## src/common/tmd_consts.svh

```systemverilog
/*
 Constants for the transient motion detector: register offsets, field positions,
 reset and factory values. Assumes inclusion by bare name from design files.
*/
`ifndef TMD_CONSTS_SVH
`define TMD_CONSTS_SVH
`define TMD_OFS_CTRL 4'h0
`define TMD_OFS_CFG 4'h1
`define TMD_OFS_THRESH 4'h2
`define TMD_OFS_DEBOUNCE 4'h3
`define TMD_OFS_EVENT 4'h4
`define TMD_OFS_MODE 4'h5
`define TMD_OFS_IRQ_STAT 4'h6
`define TMD_OFS_IRQ_MASK 4'h7
`define TMD_CTRL_ACTIVE 0
`define TMD_CTRL_SLEEP_REQ 1
`define TMD_CTRL_DEFAULTS 2
`define TMD_CFG_BYPASS 0
`define TMD_CFG_EN_X 1
`define TMD_CFG_EN_Y 2
`define TMD_CFG_EN_Z 3
`define TMD_CFG_LATCH 4
`define TMD_CFG_DEC_MODE 5
`define TMD_EVT_X 0
`define TMD_EVT_Y 1
`define TMD_EVT_Z 2
`define TMD_EVT_ACTIVE 3
`define TMD_FACT_CFG 8'h1E
`define TMD_FACT_THRESH 12'h0C0
`define TMD_FACT_DEBOUNCE 8'h08
`define TMD_RST_CFG 8'h00
`define TMD_RST_THRESH 12'h000
`define TMD_RST_DEBOUNCE 8'h00
`define TMD_RST_MASK 2'h0
`endif

```

## src/common/tmd_pkg.sv

```systemverilog
/*
 Types for the transient motion detector.
 Assumes tmd_consts.svh carries the numeric constants.
*/
package tmd_pkg;
    typedef enum logic [1:0] {
        TMD_STANDBY = 2'b00,
        TMD_WAKE = 2'b01,
        TMD_SLEEP = 2'b10
    } tmd_state_e;
    typedef logic [11:0] tmd_sample_t;
endpackage

```

## src/hw/tmd_detector.sv

```systemverilog
/*
 Transient motion detector: per-axis threshold compare on filtered or raw
 samples, debounce counter, optional latch, registers on a plain strobe port.
 Assumes samples arrive as signed 12-bit words with a one-cycle valid, on clock.
*/
// Local design decisions: the plain strobed port and the register offsets.
`timescale 1ns/100ps
`include "tmd_consts.svh"
module tmd_detector
    import tmd_pkg::*;
(
    // Clock and reset
    input wire logic clock,
    input wire logic srst,
    // Samples
    input wire logic sample_valid,
    input wire logic [11:0] sample_x,
    input wire logic [11:0] sample_y,
    input wire logic [11:0] sample_z,
    // Register port
    input wire logic [3:0] reg_addr,
    input wire logic [11:0] reg_wdata,
    input wire logic reg_wr,
    input wire logic reg_rd,
    output logic [11:0] reg_rdata,
    // Event outputs
    output logic transient_irq,
    output logic irq
);
    logic active;
    logic sleep_req;
    logic [7:0] cfg;
    logic [11:0] thresh;
    logic [7:0] debounce;
    logic [7:0] count;
    logic [3:0] event_stat;
    logic [1:0] irq_stat;
    logic [1:0] irq_mask;
    tmd_state_e mode;
    logic [11:0] prev_x, prev_y, prev_z;
    logic [11:0] hp_x, hp_y, hp_z;

    // Decode
    wire wr_ctrl = reg_wr && reg_addr == `TMD_OFS_CTRL;
    wire defaults = wr_ctrl && reg_wdata[`TMD_CTRL_DEFAULTS];
    wire standby = mode == TMD_STANDBY;
    wire cfg_ok = standby;
    wire wr_cfg = reg_wr && reg_addr == `TMD_OFS_CFG && cfg_ok;
    wire wr_thr = reg_wr && reg_addr == `TMD_OFS_THRESH && cfg_ok;
    wire wr_deb = reg_wr && reg_addr == `TMD_OFS_DEBOUNCE && cfg_ok;
    wire rd_evt = reg_rd && reg_addr == `TMD_OFS_EVENT;
    wire rd_irq = reg_rd && reg_addr == `TMD_OFS_IRQ_STAT;
    wire wr_mask = reg_wr && reg_addr == `TMD_OFS_IRQ_MASK;
    wire latch_en = cfg[`TMD_CFG_LATCH];
    wire dec_mode = cfg[`TMD_CFG_DEC_MODE];
    wire bypass_on = cfg[`TMD_CFG_BYPASS];
    wire en_x = cfg[`TMD_CFG_EN_X];
    wire en_y = cfg[`TMD_CFG_EN_Y];
    wire en_z = cfg[`TMD_CFG_EN_Z];

    // High-pass: sample minus previous sample
    assign hp_x = sample_x - prev_x;
    assign hp_y = sample_y - prev_y;
    assign hp_z = sample_z - prev_z;
    wire [11:0] use_x = bypass_on ? sample_x : hp_x;
    wire [11:0] use_y = bypass_on ? sample_y : hp_y;
    wire [11:0] use_z = bypass_on ? sample_z : hp_z;
    wire [11:0] mag_x = use_x[11] ? 12'(-use_x) : use_x;
    wire [11:0] mag_y = use_y[11] ? 12'(-use_y) : use_y;
    wire [11:0] mag_z = use_z[11] ? 12'(-use_z) : use_z;
    wire [2:0] axis_hit = {
        en_z && mag_z > thresh,
        en_y && mag_y > thresh,
        en_x && mag_x > thresh};
    wire cond = |axis_hit && active;
    wire fire = cond && count >= debounce;
    wire [7:0] next_count = cond ? (fire ? count : 8'(count + 8'h01))
        : (dec_mode ? (count != 8'h00 ? 8'(count - 8'h01) : 8'h00)
        : 8'h00);
    wire [3:0] fire_stat = {1'b1, axis_hit};
    wire hold = latch_en && event_stat[`TMD_EVT_ACTIVE] && !rd_evt;
    wire [3:0] next_event = (sample_valid && fire) ? fire_stat
        : hold ? event_stat
        : latch_en ? (rd_evt ? 4'h0 : event_stat)
        : (sample_valid && !cond) ? {1'b0, event_stat[2:0]}
        : event_stat;
    wire fire_evt = sample_valid && fire;
    wire [1:0] ev_set = {fire_evt, fire_evt && !latch_en};
    wire [1:0] next_irq_stat = (rd_irq ? 2'h0 : irq_stat) | ev_set;
    tmd_state_e next_mode;
    always_comb begin
        case ({active, sleep_req})
            2'b10: next_mode = TMD_WAKE;
            2'b11: next_mode = TMD_SLEEP;
            default: next_mode = TMD_STANDBY;
        endcase
    end
    wire [11:0] ctrl_word = {10'h000, sleep_req, active};
    wire [11:0] cfg_word = {4'h0, cfg};
    wire [11:0] deb_word = {4'h0, debounce};
    wire [11:0] evt_word = {8'h00, event_stat};
    wire [11:0] mode_word = {10'h000, mode};
    wire [11:0] stat_word = {10'h000, irq_stat};
    wire [11:0] mask_word = {10'h000, irq_mask};
    wire [11:0] rd_mux = reg_addr == `TMD_OFS_CTRL ? ctrl_word
        : reg_addr == `TMD_OFS_CFG ? cfg_word
        : reg_addr == `TMD_OFS_THRESH ? thresh
        : reg_addr == `TMD_OFS_DEBOUNCE ? deb_word
        : reg_addr == `TMD_OFS_EVENT ? evt_word
        : reg_addr == `TMD_OFS_MODE ? mode_word
        : reg_addr == `TMD_OFS_IRQ_STAT ? stat_word
        : reg_addr == `TMD_OFS_IRQ_MASK ? mask_word
        : 12'h000;

    // Control and configuration
    always_ff @(posedge clock) begin
        if (srst) begin
            active <= 1'b0;
            sleep_req <= 1'b0;
            cfg <= `TMD_RST_CFG;
            thresh <= `TMD_RST_THRESH;
            debounce <= `TMD_RST_DEBOUNCE;
            irq_mask <= `TMD_RST_MASK;
        end else begin
            if (wr_ctrl) begin
                active <= reg_wdata[`TMD_CTRL_ACTIVE];
                sleep_req <= reg_wdata[`TMD_CTRL_SLEEP_REQ];
            end
            if (defaults) begin
                cfg <= `TMD_FACT_CFG;
                thresh <= `TMD_FACT_THRESH;
                debounce <= `TMD_FACT_DEBOUNCE;
            end else begin
                if (wr_cfg) cfg <= reg_wdata[7:0];
                if (wr_thr) thresh <= reg_wdata;
                if (wr_deb) debounce <= reg_wdata[7:0];
            end
            if (wr_mask) irq_mask <= reg_wdata[1:0];
        end
    end

    // Detection datapath
    always_ff @(posedge clock) begin
        if (srst) begin
            prev_x <= 12'h000;
            prev_y <= 12'h000;
            prev_z <= 12'h000;
            count <= 8'h00;
        end else if (sample_valid) begin
            prev_x <= sample_x;
            prev_y <= sample_y;
            prev_z <= sample_z;
            count <= next_count;
        end else if (!active) begin
            count <= 8'h00;
        end
    end

    // Event status and transient output
    always_ff @(posedge clock) begin
        if (srst) begin
            event_stat <= 4'h0;
            transient_irq <= 1'b0;
        end else begin
            event_stat <= next_event;
            transient_irq <= next_event[`TMD_EVT_ACTIVE];
        end
    end

    // Interrupt status and line
    always_ff @(posedge clock) begin
        if (srst) begin
            irq_stat <= 2'h0;
            irq <= 1'b0;
        end else begin
            irq_stat <= next_irq_stat;
            irq <= |(next_irq_stat & irq_mask);
        end
    end

    // Operating state
    always_ff @(posedge clock) begin
        if (srst) begin
            mode <= TMD_STANDBY;
        end else begin
            mode <= next_mode;
        end
    end

    // Read data, one cycle after the strobe
    always_ff @(posedge clock) begin
        if (srst) begin
            reg_rdata <= 12'h000;
        end else begin
            reg_rdata <= reg_rd ? rd_mux : 12'h000;
        end
    end

    // Checks
    debounce_gate_a: assert property (@(posedge clock) disable iff (srst)
        $rose(event_stat[3]) |-> $past(count) >= $past(debounce))
        else $error("event before debounce");
    latch_hold_a: assert property (@(posedge clock) disable iff (srst)
        (latch_en && event_stat[3] && !rd_evt && $stable(cfg)) |=> event_stat[3])
        else $error("latched event dropped");
    read_clear_a: assert property (@(posedge clock) disable iff (srst)
        (latch_en && rd_evt && !fire_evt) |=> !event_stat[3])
        else $error("read did not clear");
    unlatch_drop_a: assert property (@(posedge clock) disable iff (srst)
        (!latch_en && sample_valid && !cond) |=> !event_stat[3])
        else $error("unlatched event held");
    below_thresh_a: assert property (@(posedge clock) disable iff (srst)
        (sample_valid && axis_hit == 3'h0) |=> !$rose(event_stat[3]))
        else $error("fired below threshold");
    clear_mode_a: assert property (@(posedge clock) disable iff (srst)
        (sample_valid && !dec_mode && !cond) |=> count == 8'h00)
        else $error("clear mode kept count");
    dec_mode_a: assert property (@(posedge clock) disable iff (srst)
        (sample_valid && dec_mode && !cond && count != 8'h00) |=> count == $past(count) - 8'h01)
        else $error("decrement mode wrong");
    axis_en_a: assert property (@(posedge clock) disable iff (srst)
        $rose(event_stat[3]) |-> (event_stat[2:0] & ~{cfg[3], cfg[2], cfg[1]}) == 3'h0)
        else $error("disabled axis reported");
    mode_view_a: assert property (@(posedge clock) disable iff (srst)
        !active |=> mode == TMD_STANDBY)
        else $error("mode wrong in standby");
    defaults_a: assert property (@(posedge clock) disable iff (srst)
        defaults |=> thresh == `TMD_FACT_THRESH && debounce == `TMD_FACT_DEBOUNCE)
        else $error("defaults not loaded");
    cov_latch_c: cover property (@(posedge clock) latch_en && $rose(transient_irq));
    cov_unlatch_c: cover property (@(posedge clock) !latch_en && $fell(transient_irq));
    cov_dec_c: cover property (@(posedge clock) dec_mode && sample_valid && !cond && count != 8'h00);
    cov_bypass_c: cover property (@(posedge clock) fire_evt && bypass_on);
    cov_defaults_c: cover property (@(posedge clock) defaults);
    cfg_lock_a: assert property (@(posedge clock) disable iff (srst)
        (!standby && !defaults) |=> $stable(cfg) && $stable(thresh) && $stable(debounce))
        else $error("settings changed while active");
    rdata_idle_a: assert property (@(posedge clock) disable iff (srst)
        !reg_rd |=> reg_rdata == 12'h000)
        else $error("read data without strobe");
    irq_hold_a: assert property (@(posedge clock) disable iff (srst)
        (irq_stat[1] && !rd_irq) |=> irq_stat[1])
        else $error("status bit dropped");
    irq_set_a: assert property (@(posedge clock) disable iff (srst)
        fire_evt |=> irq_stat[1])
        else $error("status bit not set");
    irq_clear_a: assert property (@(posedge clock) disable iff (srst)
        (rd_irq && !fire_evt) |=> irq_stat == 2'h0)
        else $error("status read did not clear");
    irq_line_a: assert property (@(posedge clock) disable iff (srst)
        ((irq_stat & irq_mask) != 2'h0 && !rd_irq) |=> irq)
        else $error("interrupt line low");
    irq_quiet_a: assert property (@(posedge clock) disable iff (srst)
        (irq_mask == 2'h0) |=> !irq)
        else $error("masked interrupt raised");
    mask_write_a: assert property (@(posedge clock) disable iff (srst)
        wr_mask |=> irq_mask == $past(reg_wdata[1:0]))
        else $error("mask not written");
    mode_sleep_a: assert property (@(posedge clock) disable iff (srst)
        (active && sleep_req) |=> mode == TMD_SLEEP)
        else $error("mode wrong in sleep");
    mode_wake_a: assert property (@(posedge clock) disable iff (srst)
        (active && !sleep_req) |=> mode == TMD_WAKE)
        else $error("mode wrong in wake");
    idle_count_a: assert property (@(posedge clock) disable iff (srst)
        (!active && !sample_valid) |=> count == 8'h00)
        else $error("count kept in standby");
    count_step_a: assert property (@(posedge clock) disable iff (srst)
        (sample_valid && cond && count < debounce) |=> count == $past(count) + 8'h01)
        else $error("count did not step");
    fire_axes_a: assert property (@(posedge clock) disable iff (srst)
        fire_evt |=> event_stat == {1'b1, $past(axis_hit)})
        else $error("event axes wrong");
    standby_quiet_a: assert property (@(posedge clock) disable iff (srst)
        (!active && sample_valid) |=> !$rose(event_stat[3]))
        else $error("event in standby");
    raw_select_a: assert property (@(posedge clock) disable iff (srst)
        (sample_valid && bypass_on && en_x && !sample_x[11] && sample_x > thresh
            && active && count >= debounce) |=> event_stat[3])
        else $error("raw sample missed");
    filtered_select_a: assert property (@(posedge clock) disable iff (srst)
        (sample_valid && !bypass_on && en_x && !hp_x[11] && hp_x > thresh
            && active && count >= debounce) |=> event_stat[3])
        else $error("filtered sample missed");
    unlatch_axes_a: assert property (@(posedge clock) disable iff (srst)
        (!latch_en && sample_valid && !cond) |=> event_stat[2:0] == $past(event_stat[2:0]))
        else $error("latest axes lost");
    defaults_cfg_a: assert property (@(posedge clock) disable iff (srst)
        defaults |=> cfg == `TMD_FACT_CFG)
        else $error("default config not loaded");
endmodule
```

## config.mk

```make
export PLATFORM = sky130hd
export DESIGN_NAME = tmd_detector
export DESIGN_NICKNAME = d
export VERILOG_FILES = /design/src/common/tmd_pkg.sv /design/src/hw/tmd_detector.sv
export VERILOG_INCLUDE_DIRS = /design/src /design/src/common
export SDC_FILE = /design/constraint.sdc
export NUM_CORES = 1
export LEC_CHECK = 0
export ABC_CLOCK_PERIOD_IN_PS = 5500
export BUFFER_PORTS_ARGS = -buffer_cell sky130_fd_sc_hd__buf_2
export CAP_MARGIN = 20
export CORE_MARGIN = 4
export CORE_UTILIZATION = 60
export DETAILED_ROUTE_END_ITERATION = 12
export PLACE_DENSITY_LB_ADDON = 0.2
export SETUP_SLACK_MARGIN = 0.05
export SYNTH_ARGS = -nofsm -noshare
export SYNTH_HDL_FRONTEND = slang
export SYNTH_SLANG_ARGS = --single-unit
```

## constraint.sdc

```tcl
create_clock -name clock -period 5.5 [get_ports clock]
set_input_delay 0 -clock clock [delete_from_list [all_inputs] [get_ports clock]]
set_output_delay 0 -clock clock [all_outputs]
set_load 0.05 [all_outputs]
```

# ---- Word-level counts from Yosys, hierarchy flattened
# Index checks and enable logic that the tools add are counted.
# W data, S select, Z words.
dict set report totals {
  out_inout_bits 14
  reg_bits 97
}
dict set report op_classes {
  mux 33
  reduce_logical 42
  n_addsub 8
  bitwise_logic 3
  magnitude_cmp 4
  eq_ne 13
}
# op count
set op_table {}
lappend op_table {{$mux W12} 7}
lappend op_table {{$mux W8} 10}
lappend op_table {{$gt A12 B12 Y1} 3}
lappend op_table {{$neg A12 Y12} 3}
lappend op_table {{$sub A12 B12 Y12} 3}
lappend op_table {{$mux W4} 8}
lappend op_table {{$logic_and A1 B1 Y1} 21}
lappend op_table {{$eq A4 B3 Y1 const B} 4}
lappend op_table {{$mux W2} 5}
lappend op_table {{$mux W5} 2}
lappend op_table {{$reduce_bool A2 Y1} 5}
lappend op_table {{$add A8 B1 Y8 const B} 1}
lappend op_table {{$eq A4 B2 Y1 const B} 2}
lappend op_table {{$ge A8 B8 Y1} 1}
lappend op_table {{$reduce_bool A8 Y1} 1}
lappend op_table {{$sub A8 B1 Y8 const B} 1}
lappend op_table {{$reduce_and A3 Y1} 2}
lappend op_table {{$reduce_or A2 Y1} 3}
lappend op_table {{$reduce_or A3 Y1} 2}
lappend op_table {{$eq A2 B2 Y1 const B} 2}
lappend op_table {{$eq A4 B1 Y1 const B} 1}
lappend op_table {{$logic_not A4 Y1} 1}
lappend op_table {{$pmux W2 S2} 1}
lappend op_table {{$reduce_or A4 Y1} 1}
lappend op_table {{other kinds (11)} 13}

# ---- Longest topological paths before layout
# Gate-level depths: netlist of the first run.
dict set report logic_depth {
  ltp_word 14
  depth_mapped 22
  mapped_depth_nobuf 21
}

# ---- Worst setup path before layout of the first run
# Ideal clock, no wire load.
dict set report synth_path {
  path_type {reg2reg}
  from {register prev_z[0]}
  to {register count[1]}
  path_buffers 1
  stages_incl_launch_ff 22
  arrival_ns 4.678
  path_slack_ns 0.694
  synth_period_minus_slack_ns 4.806
  setup_time_ns 0.128
  path_cell_list {dfxtp_1 ha_1 inv_1 fa_1 a211oi_1 o21bai_1 mux2i_1 o31ai_1 nand4_1 or4_1 o21a_1 xor2_1 ha_1 a21oi_1 nand2_1 a221oi_1 a21oi_1 o31ai_1 clkbuf_1 mux2_2 a22oi_1 nor2_1}
}
dict set report synth_between {
  elab_chain_len 11
  elab_cells_between_ends 13
  cone_classes {add/sub (2); order compare (1); eq/ne (1); mux (4); reduce/logical (5)}
}
# item line
set synth_rtl {}
lappend synth_rtl {{from (decl)} tmd_detector.sv:40} ;# logic [11:0] prev_x, prev_y, prev_z;
lappend synth_rtl {{from (signal assigned)} tmd_detector.sv:152} ;# prev_z <= sample_z;
lappend synth_rtl {{$sub A12 B12 Y12 *} tmd_detector.sv:64} ;# assign hp_z = sample_z - prev_z;
lappend synth_rtl {{$mux W12 *} tmd_detector.sv:67} ;# wire [11:0] use_z = bypass_on ? sample_z : hp_z;
lappend synth_rtl {{$neg A12 Y12} tmd_detector.sv:70} ;# wire [11:0] mag_z = use_z[11] ? 12'(-use_z) : use_z;
lappend synth_rtl {{$mux W12 *} tmd_detector.sv:70}
lappend synth_rtl {{$gt A12 B12 Y1 *} tmd_detector.sv:72} ;# en_z && mag_z > thresh,
lappend synth_rtl {{$logic_and A1 B1 Y1 *} tmd_detector.sv:72}
lappend synth_rtl {{$reduce_or A3 Y1 *} tmd_detector.sv:75} ;# wire cond = |axis_hit && active;
lappend synth_rtl {{$logic_and A1 B1 Y1 *} tmd_detector.sv:75}
lappend synth_rtl {{$logic_and A1 B1 Y1} tmd_detector.sv:76} ;# wire fire = cond && count >= debounce;
lappend synth_rtl {{$ne A3 B3 Y1 (no line)} -}
lappend synth_rtl {{$reduce_and A2 Y1 (no line)} -}
lappend synth_rtl {{to (signal assigned)} tmd_detector.sv:153} ;# count <= next_count;
lappend synth_rtl {{to (decl)} tmd_detector.sv:35} ;# logic [7:0] count;
# Mark *: on every way between the ends. The rest lies on a longest branch, timed or not.
# A chain may end at the register's enable or synchronous reset.

# ---- Worst setup path after layout of the first run
dict set report layout_path {
  from {register prev_x[1]}
  to {register count[3]}
}
dict set report layout_between {
  elab_chain_len 11
  elab_cells_between_ends 13
  cone_classes {add/sub (2); order compare (1); eq/ne (1); mux (4); reduce/logical (5)}
}
# item line
set layout_rtl {}
lappend layout_rtl {{from (decl)} tmd_detector.sv:40}
lappend layout_rtl {{from (signal assigned)} tmd_detector.sv:150} ;# prev_x <= sample_x;
lappend layout_rtl {{$sub A12 B12 Y12 *} tmd_detector.sv:62} ;# assign hp_x = sample_x - prev_x;
lappend layout_rtl {{$mux W12 *} tmd_detector.sv:65} ;# wire [11:0] use_x = bypass_on ? sample_x : hp_x;
lappend layout_rtl {{$neg A12 Y12} tmd_detector.sv:68} ;# wire [11:0] mag_x = use_x[11] ? 12'(-use_x) : use_x;
lappend layout_rtl {{$mux W12 *} tmd_detector.sv:68}
lappend layout_rtl {{$gt A12 B12 Y1 *} tmd_detector.sv:74} ;# en_x && mag_x > thresh};
lappend layout_rtl {{$logic_and A1 B1 Y1 *} tmd_detector.sv:74}
lappend layout_rtl {{$reduce_or A3 Y1 *} tmd_detector.sv:75}
lappend layout_rtl {{$logic_and A1 B1 Y1 *} tmd_detector.sv:75}
lappend layout_rtl {{$logic_and A1 B1 Y1} tmd_detector.sv:76}
lappend layout_rtl {{$ne A3 B3 Y1 (no line)} -}
lappend layout_rtl {{$reduce_and A2 Y1 (no line)} -}
# Marked as above.

==> results of run 1 <==
-- worst paths after layout --
check	to	slack [ns]
worst max-delay path	count[3]	0.45
worst min-delay path	active	0.07
worst max register to register	count[3]	0.45
worst min register to register	event_stat[0]	0.49
-- worst max-delay path, cell delays in order, from the launching register on --
cell	delay, ns
dfxtp_1	0.34
inv_1	0.07
ha_1	0.27
nor2b_1	0.14
o31a_1	0.31
o211a_1	0.28
or3_1	0.40
a211o_1	0.28
a21o_1	0.30
and2_1	0.23
nor4b_2	0.30
ha_1	0.29
nand4_1	0.15
inv_1	0.05
a221oi_1	0.25
a21oi_1	0.19
o31a_2	0.48
a21oi_2	0.32
a21oi_1	0.10
a211oi_1	0.22
-- through the flow --
stage	util (%)	worst slack, ns
after floorplan	-	0.694
after global routing	72.5	0.0491
after CTS	72.3	0.150
final	72.5	0.453
after global placement	66.0	0.382
after detailed placement	66.0	0.203
-- cells in the mapped netlist, types with 7 or more instances --
library cell | n | share of area (%)
a21o_1 | 14 | 1.3
a211oi_1 | 15 | 1.4
nand2_1 | 49 | 2.3
mux2i_1 | 79 | 9.9
xnor2_1 | 12 | 1.3
ha_1 | 83 | 13
o31ai_1 | 10 | 0.94
a22oi_1 | 7 | 0.66
a21oi_1 | 66 | 4.2
clkbuf_1 | 20 | 0.94
o21a_1 | 9 | 0.85
or3_1 | 12 | 0.94
nor3_1 | 27 | 1.7
inv_1 | 72 | 3.4
nor2b_1 | 13 | 1.0
and3_1 | 18 | 1.4
buf_1 | 11 | 0.52
o21ai_0 | 44 | 2.8
nand2b_1 | 13 | 1.0
o31a_1 | 8 | 0.88
nor4_1 | 8 | 0.63
nor2_1 | 121 | 5.7
xor2_1 | 26 | 2.9
dfxtp_1 | 97 | 24
nand4_1 | 19 | 1.5
nand3_1 | 34 | 2.1
-- timing repair --
action	CTS	global route
hold endpoints to repair	68	0
hold buffers	51	0
gates resized for setup	0	10
endpoints found under the setup margin	0	15
-- where the power goes --
group          leakage, nW  internal [W]  switching, W  total [W]
Clock                0.145      0.000322      0.000323   0.000645
Sequential           0.790      0.000722     0.0000127   0.000734
Combinational         3.16      0.000359      0.000432   0.000791
-- per-layer routing --
metal | share of wire [%] | vias to the layer above | routed length, um
met5 | 0 | - | 0
met4 | 1.7 | 0 | 328
met3 | 5.4 | 26 | 1060
met2 | 46 | 213 | 8910
met1 | 47 | 3480 | 9240
li1 | - | 3844 | -
-- cell families after synthesis --
logic type | synth area share (%)
buffers and inverters | 5.58
adders and majority gates | 13.8
xor gates and xnor gates | 4.18
muxes | 10.8
DFF | 24.4
and+or+nand+nor | 21.8
AOI/OAI and AO/OA | 19.4
-- state kept, by name, summed over array words and instances (netlist names), 8 cells and up --
register	cells
prev_y	12
reg_rdata	12
thresh	12
cfg	8
prev_z	12
prev_x	12
count	8
debounce	8
-- area by class of cell --
| class | count | area [um^2] | area share (%) |
|---|---|---|---|
| clock inverters | 7 | 71.3 | 0.767 |
| repair buffers | 134 | 971 | 10.4 |
| inverters | 72 | 270 | 2.91 |
| clock buffers | 9 | 225 | 2.42 |
| well taps | 172 | 215 | 2.31 |
| flip-flops and latches | 97 | 1940 | 20.9 |
| multi-input cells | 793 | 5600 | 60.2 |
==> flow_summary.json, run 1 <==
{
  "outcome": "finished clean",
  "synth_flop_cell": "dfxtp_1",
  "setup.worst_path.class": "flop to flop",
  "critPathMaxFanout": 14,
  "critPathCaptureType": "flop",
  "wl_per_cell_um": 15.2,
  "reg2reg_depth": 19,
  "grt_use_met3_pct": 3.39,
  "fill_cells": 1047,
  "grt_remaining_overflow": 0,
  "initial_core_util_pct": 62.0,
  "final_area_um2": 9300,
  "grtUsageMet1_pct": 36.3,
  "fp-row-count": 41,
  "worstMarginPinSlew_ns": 0.807,
  "max_freq_ghz": 0.198,
  "root_buffer": "clkbuf_16",
  "cts_tree": "built",
  "drc": 0,
  "synth_edf_count": 0,
  "nets": 1250,
  "syn_area_per_cell_um2": 7.94,
  "cp-start-kind": "flop",
  "layout_commonest_cell": "nor2_1",
  "placedCellCount": 1217,
  "peakVddDrop_mv": 0.141,
  "crit_arrival_ns": 5.32,
  "io_pins": 71,
  "syn_inst": 1002,
  "cts_setup_buffers": 0,
  "wl_mm": 19.5,
  "antenna_found_initial": 0,
  "routabilityCongestion": 0.912,
  "hp-class": "input pin to flop",
  "port_buffers": 70,
  "drv_cap": 0,
  "synth_async_sr_flop_share_pct": 0,
  "period_needed_ns": 5.05,
  "power.density_nw_per_um2": 233,
  "met2_usage_pct": 44.4,
  "cp-startpoint": "prev_x[1]",
  "synth_cell_types": 67,
  "top_usage_layer": "met2",
  "grtUsageTotal_pct": 26.7,
  "stdcell_count": 1284,
  "setup_viol": 0,
  "die_x_um": 123,
  "synth_seq_cells": 97,
  "period_share_pct": 91.8,
  "grt_pass1_wl_mm": 33.1,
  "viasPerCell": 5.89,
  "synth_area_um2": 7960,
  "htreeDepth": 3,
  "drive_above_1_share_pct": 11.0,
  "cts.sinks": 97,
  "power_w": 0.00217,
  "grt_max_degree": 70,
  "synth_warnings": 0,
  "ant_nets": 0,
  "synthToLayoutAreaGrowth_pct": 16.8,
  "slew_headroom_pct": 46.2,
  "worstPathRequired_ns": 5.77,
  "drt_pre_antenna_iters": 7,
  "layout_common_cells": "nor2_1 (121), dfxtp_1 (96), ha_1 (83)",
  "antennaDiodeCount": 0,
  "die_area_um2": 15200,
  "vias": 7563,
  "clk_latency_ns": 0.36,
  "leakagePower_nw": 4.09,
  "die_height_um": 123,
  "rsz0062_at_grt": "yes",
  "drtIter0Drc": 684,
  "setup_tns_ns": 0,
  "numCtsBuffers": 9,
  "core-area_um2": 12800,
  "fin_skew_ns": 0.00550,
  "cts.path.max_buffers": 2,
  "min_from": "reg_wr",
  "worst_hold_slack_ns": 0.0683,
  "clk_pin_slew_ns": 0.08,
  "grt_pass1_vias": 7097,
  "placed_area_um2": 8460,
  "hold_violations": 0,
  "yosysSeqAreaShare_pct": 24.4,
  "rr_startpoint": "prev_x[1]",
  "syn-num-nets": 1145,
  "holdPathStages": 4,
  "hpwl_mm": 14.1,
  "report.final.slew_viol_count": 0
}
(Power assumes the default switching activity.)
==> inputs of run 2 (changes only) <==
--- a/config.mk
+++ b/config.mk
@@ -9,11 +9,12 @@
 export ABC_CLOCK_PERIOD_IN_PS = 5500
 export BUFFER_PORTS_ARGS = -buffer_cell sky130_fd_sc_hd__buf_2
 export CAP_MARGIN = 20
-export CORE_MARGIN = 4
+export CORE_MARGIN = 8
 export CORE_UTILIZATION = 60
 export DETAILED_ROUTE_END_ITERATION = 12
 export PLACE_DENSITY_LB_ADDON = 0.2
 export SETUP_SLACK_MARGIN = 0.05
+export SKIP_LAST_GASP = 1
 export SYNTH_ARGS = -nofsm -noshare
 export SYNTH_HDL_FRONTEND = slang
 export SYNTH_SLANG_ARGS = --single-unit
==> flow_summary.json, run 2 (same netlist as run 1, synthesis figures left out) <==
{
  "setup_viol": 0,
  "rr_startpoint": "prev_z[1]",
  "max_freq_ghz": 0.194,
  "intPower_w": 0.00146,
  "htreeDepth": 3,
  "hp-class": "input pin to flop",
  "drive_above_1_share_pct": 10.8,
  "fill_cells": 1069,
  "viasPerCell": 5.90,
  "leakagePower_nw": 4.10,
  "p_clk_share_pct": 31.1,
  "power_w": 0.00223,
  "ant_nets": 0,
  "io_pins": 71,
  "grt_pass1_wl_mm": 34.1,
  "fin_skew_ns": 0.00578,
  "numCtsBuffers": 9,
  "root_buffer": "clkbuf_16",
  "cp-start-kind": "flop",
  "critPathCaptureType": "flop",
  "hold_violations": 0,
  "cts_setup_buffers": 0,
  "placed_area_um2": 8450,
  "power.density_nw_per_um2": 239,
  "grt_pass1_vias": 7140,
  "slew_headroom_pct": 40.5,
  "power.switching_w": 0.000772,
  "crit_arrival_ns": 5.37,
  "wl_per_cell_um": 15.8,
  "final_area_um2": 9310,
  "layout_commonest_cell": "nor2_1",
  "worstPathRequired_ns": 5.73,
  "antennaDiodeCount": 0,
  "critPathMaxFanout": 12,
  "die_height_um": 131,
  "die_area_um2": 17200,
  "min_from": "reg_addr[3]",
  "setup.worst_path.class": "flop to flop",
  "cp-startpoint": "prev_z[1]",
  "routabilityCongestion": 0.879,
  "period_share_pct": 93.5,
  "placedCellCount": 1220,
  "grt_max_degree": 70,
  "outcome": "finished clean",
  "report.final.slew_viol_count": 0,
  "nets": 1249,
  "cts.sinks": 97,
  "die_x_um": 131,
  "wl_mm": 20.4,
  "hpwl_mm": 14.7,
  "antenna_found_initial": 0,
  "stdcell_count": 1287,
  "peakVddDrop_mv": 0.177,
  "initial_core_util_pct": 60.8,
  "drtIter0Drc": 596,
  "layout_common_cells": "nor2_1 (121), dfxtp_1 (96), ha_1 (83)",
  "period_needed_ns": 5.14,
  "clk_pin_slew_ns": 0.08,
  "grt_remaining_overflow": 0,
  "multi_input_area_um2": 5610,
  "port_buffers": 70,
  "worstMarginPinSlew_ns": 0.892,
  "switching_share_pct": 34.6,
  "fp-row-count": 42,
  "clk_latency_ns": 0.36,
  "synthToLayoutAreaGrowth_pct": 17.0,
  "cts.path.max_buffers": 2,
  "drv_cap": 0,
  "cts_tree": "built",
  "vias": 7596,
  "grtUsageTotal_pct": 23.3,
  "drc": 0,
  "combPwrFrac_pct": 36.0,
  "sequentialPowerShare_pct": 33.0,
  "register_area_um2": 1940,
  "core-area_um2": 13100,
  "drt_pre_antenna_iters": 5
}
[run 2: changes by cell type in the layout (fill, tap and decap cells not counted), sizes merged]
cell	delta
clkinvlp	-1
clkbuf	+1
bufinv	+1
buf	-1
clkinv	-1
[run 2: final cells by class]
cell class | instances | share of cell area (%)
Sequential cell | 97 | 20.9
Inverter | 72 | 2.90
Clock inverter | 6 | 0.846
Timing Repair Buffer | 133 | 10.2
Tap cell | 176 | 2.36
Multi-Input combinational cell | 793 | 60.2
Clock buffer | 10 | 2.57
[run 2: worst paths after layout]
| kind | endpoint | slack [ns] | cells after the start |
|---|---|---|---|
| max | count[1] | 0.36 | 20 |
| min | reg_rdata[2] | 0.09 | 4 |
| max reg2reg | count[1] | 0.36 | 20 |
| min reg2reg | event_stat[0] | 0.48 | 2 |
[run 2: power by group through the flow]
stage | clock network, W | registers [W] | logic, W
3_5_place_dp | 0 | 0.000751 | 0.000750
2_1_floorplan | 0 | 0.000748 | 0.000587
3_3_place_gp | 0 | 0.000750 | 0.000734
4_1_cts | 0.000706 | 0.000734 | 0.000783
5_1_grt | 0.000733 | 0.000737 | 0.000903
6_report | 0.000692 | 0.000735 | 0.000801
[run 2: per-stage QoR]
| step | setup WS [ns] | utilization [%] | hold slack [ns] | TNS, ns |
|---|---|---|---|---|
| 2_1_floorplan | 0.694 | - | 0.144 | 0 |
| 3_3_place_gp | 0.439 | 64.5 | 0.237 | 0 |
| 3_5_place_dp | 0.205 | 64.5 | 0.241 | 0 |
| 4_1_cts | 0.128 | 70.9 | 0.0548 | 0 |
| 5_1_grt | -0.00938 | 71.2 | 0.122 | -0.0187 |
| 6_report | 0.358 | 71.2 | 0.0930 | 0 |
[run 2: per-layer routing]
metal / vias to the layer above / global-route usage [%] / share of wire [%]
li1: 3840 / - / -
met1: 3512 / 29.4 / 46
met2: 206 / 38.5 / 46
met3: 38 / 4.54 / 5.1
met4: 0 / 8.59 / 2.5
met5: - / 0 / 0
[run 2: critical path, cell delays in order, from the launching register on]
cell and delay (ns):
dfxtp_1 0.34, inv_1 0.08, ha_1 0.27, nor2b_1 0.23, o31ai_1 0.19, a211oi_2 0.31, nor3_1 0.11, or4b_1 0.52
and3_1 0.32, o21ai_0 0.25, xor2_1 0.20, ha_1 0.28, a21oi_1 0.14, o21ai_0 0.17, a221oi_2 0.38, a21oi_2 0.17
o31ai_2 0.26, buf_4 0.23, mux2_2 0.34, a22oi_1 0.15, nor2_1 0.05
[run 2: what timing repair did]
action                                  4_1_cts  5_1_grt
hold endpoints to repair                     68        0
endpoints found under the setup margin        0       15
gates resized for setup                       0        9
hold buffers                                 51        0
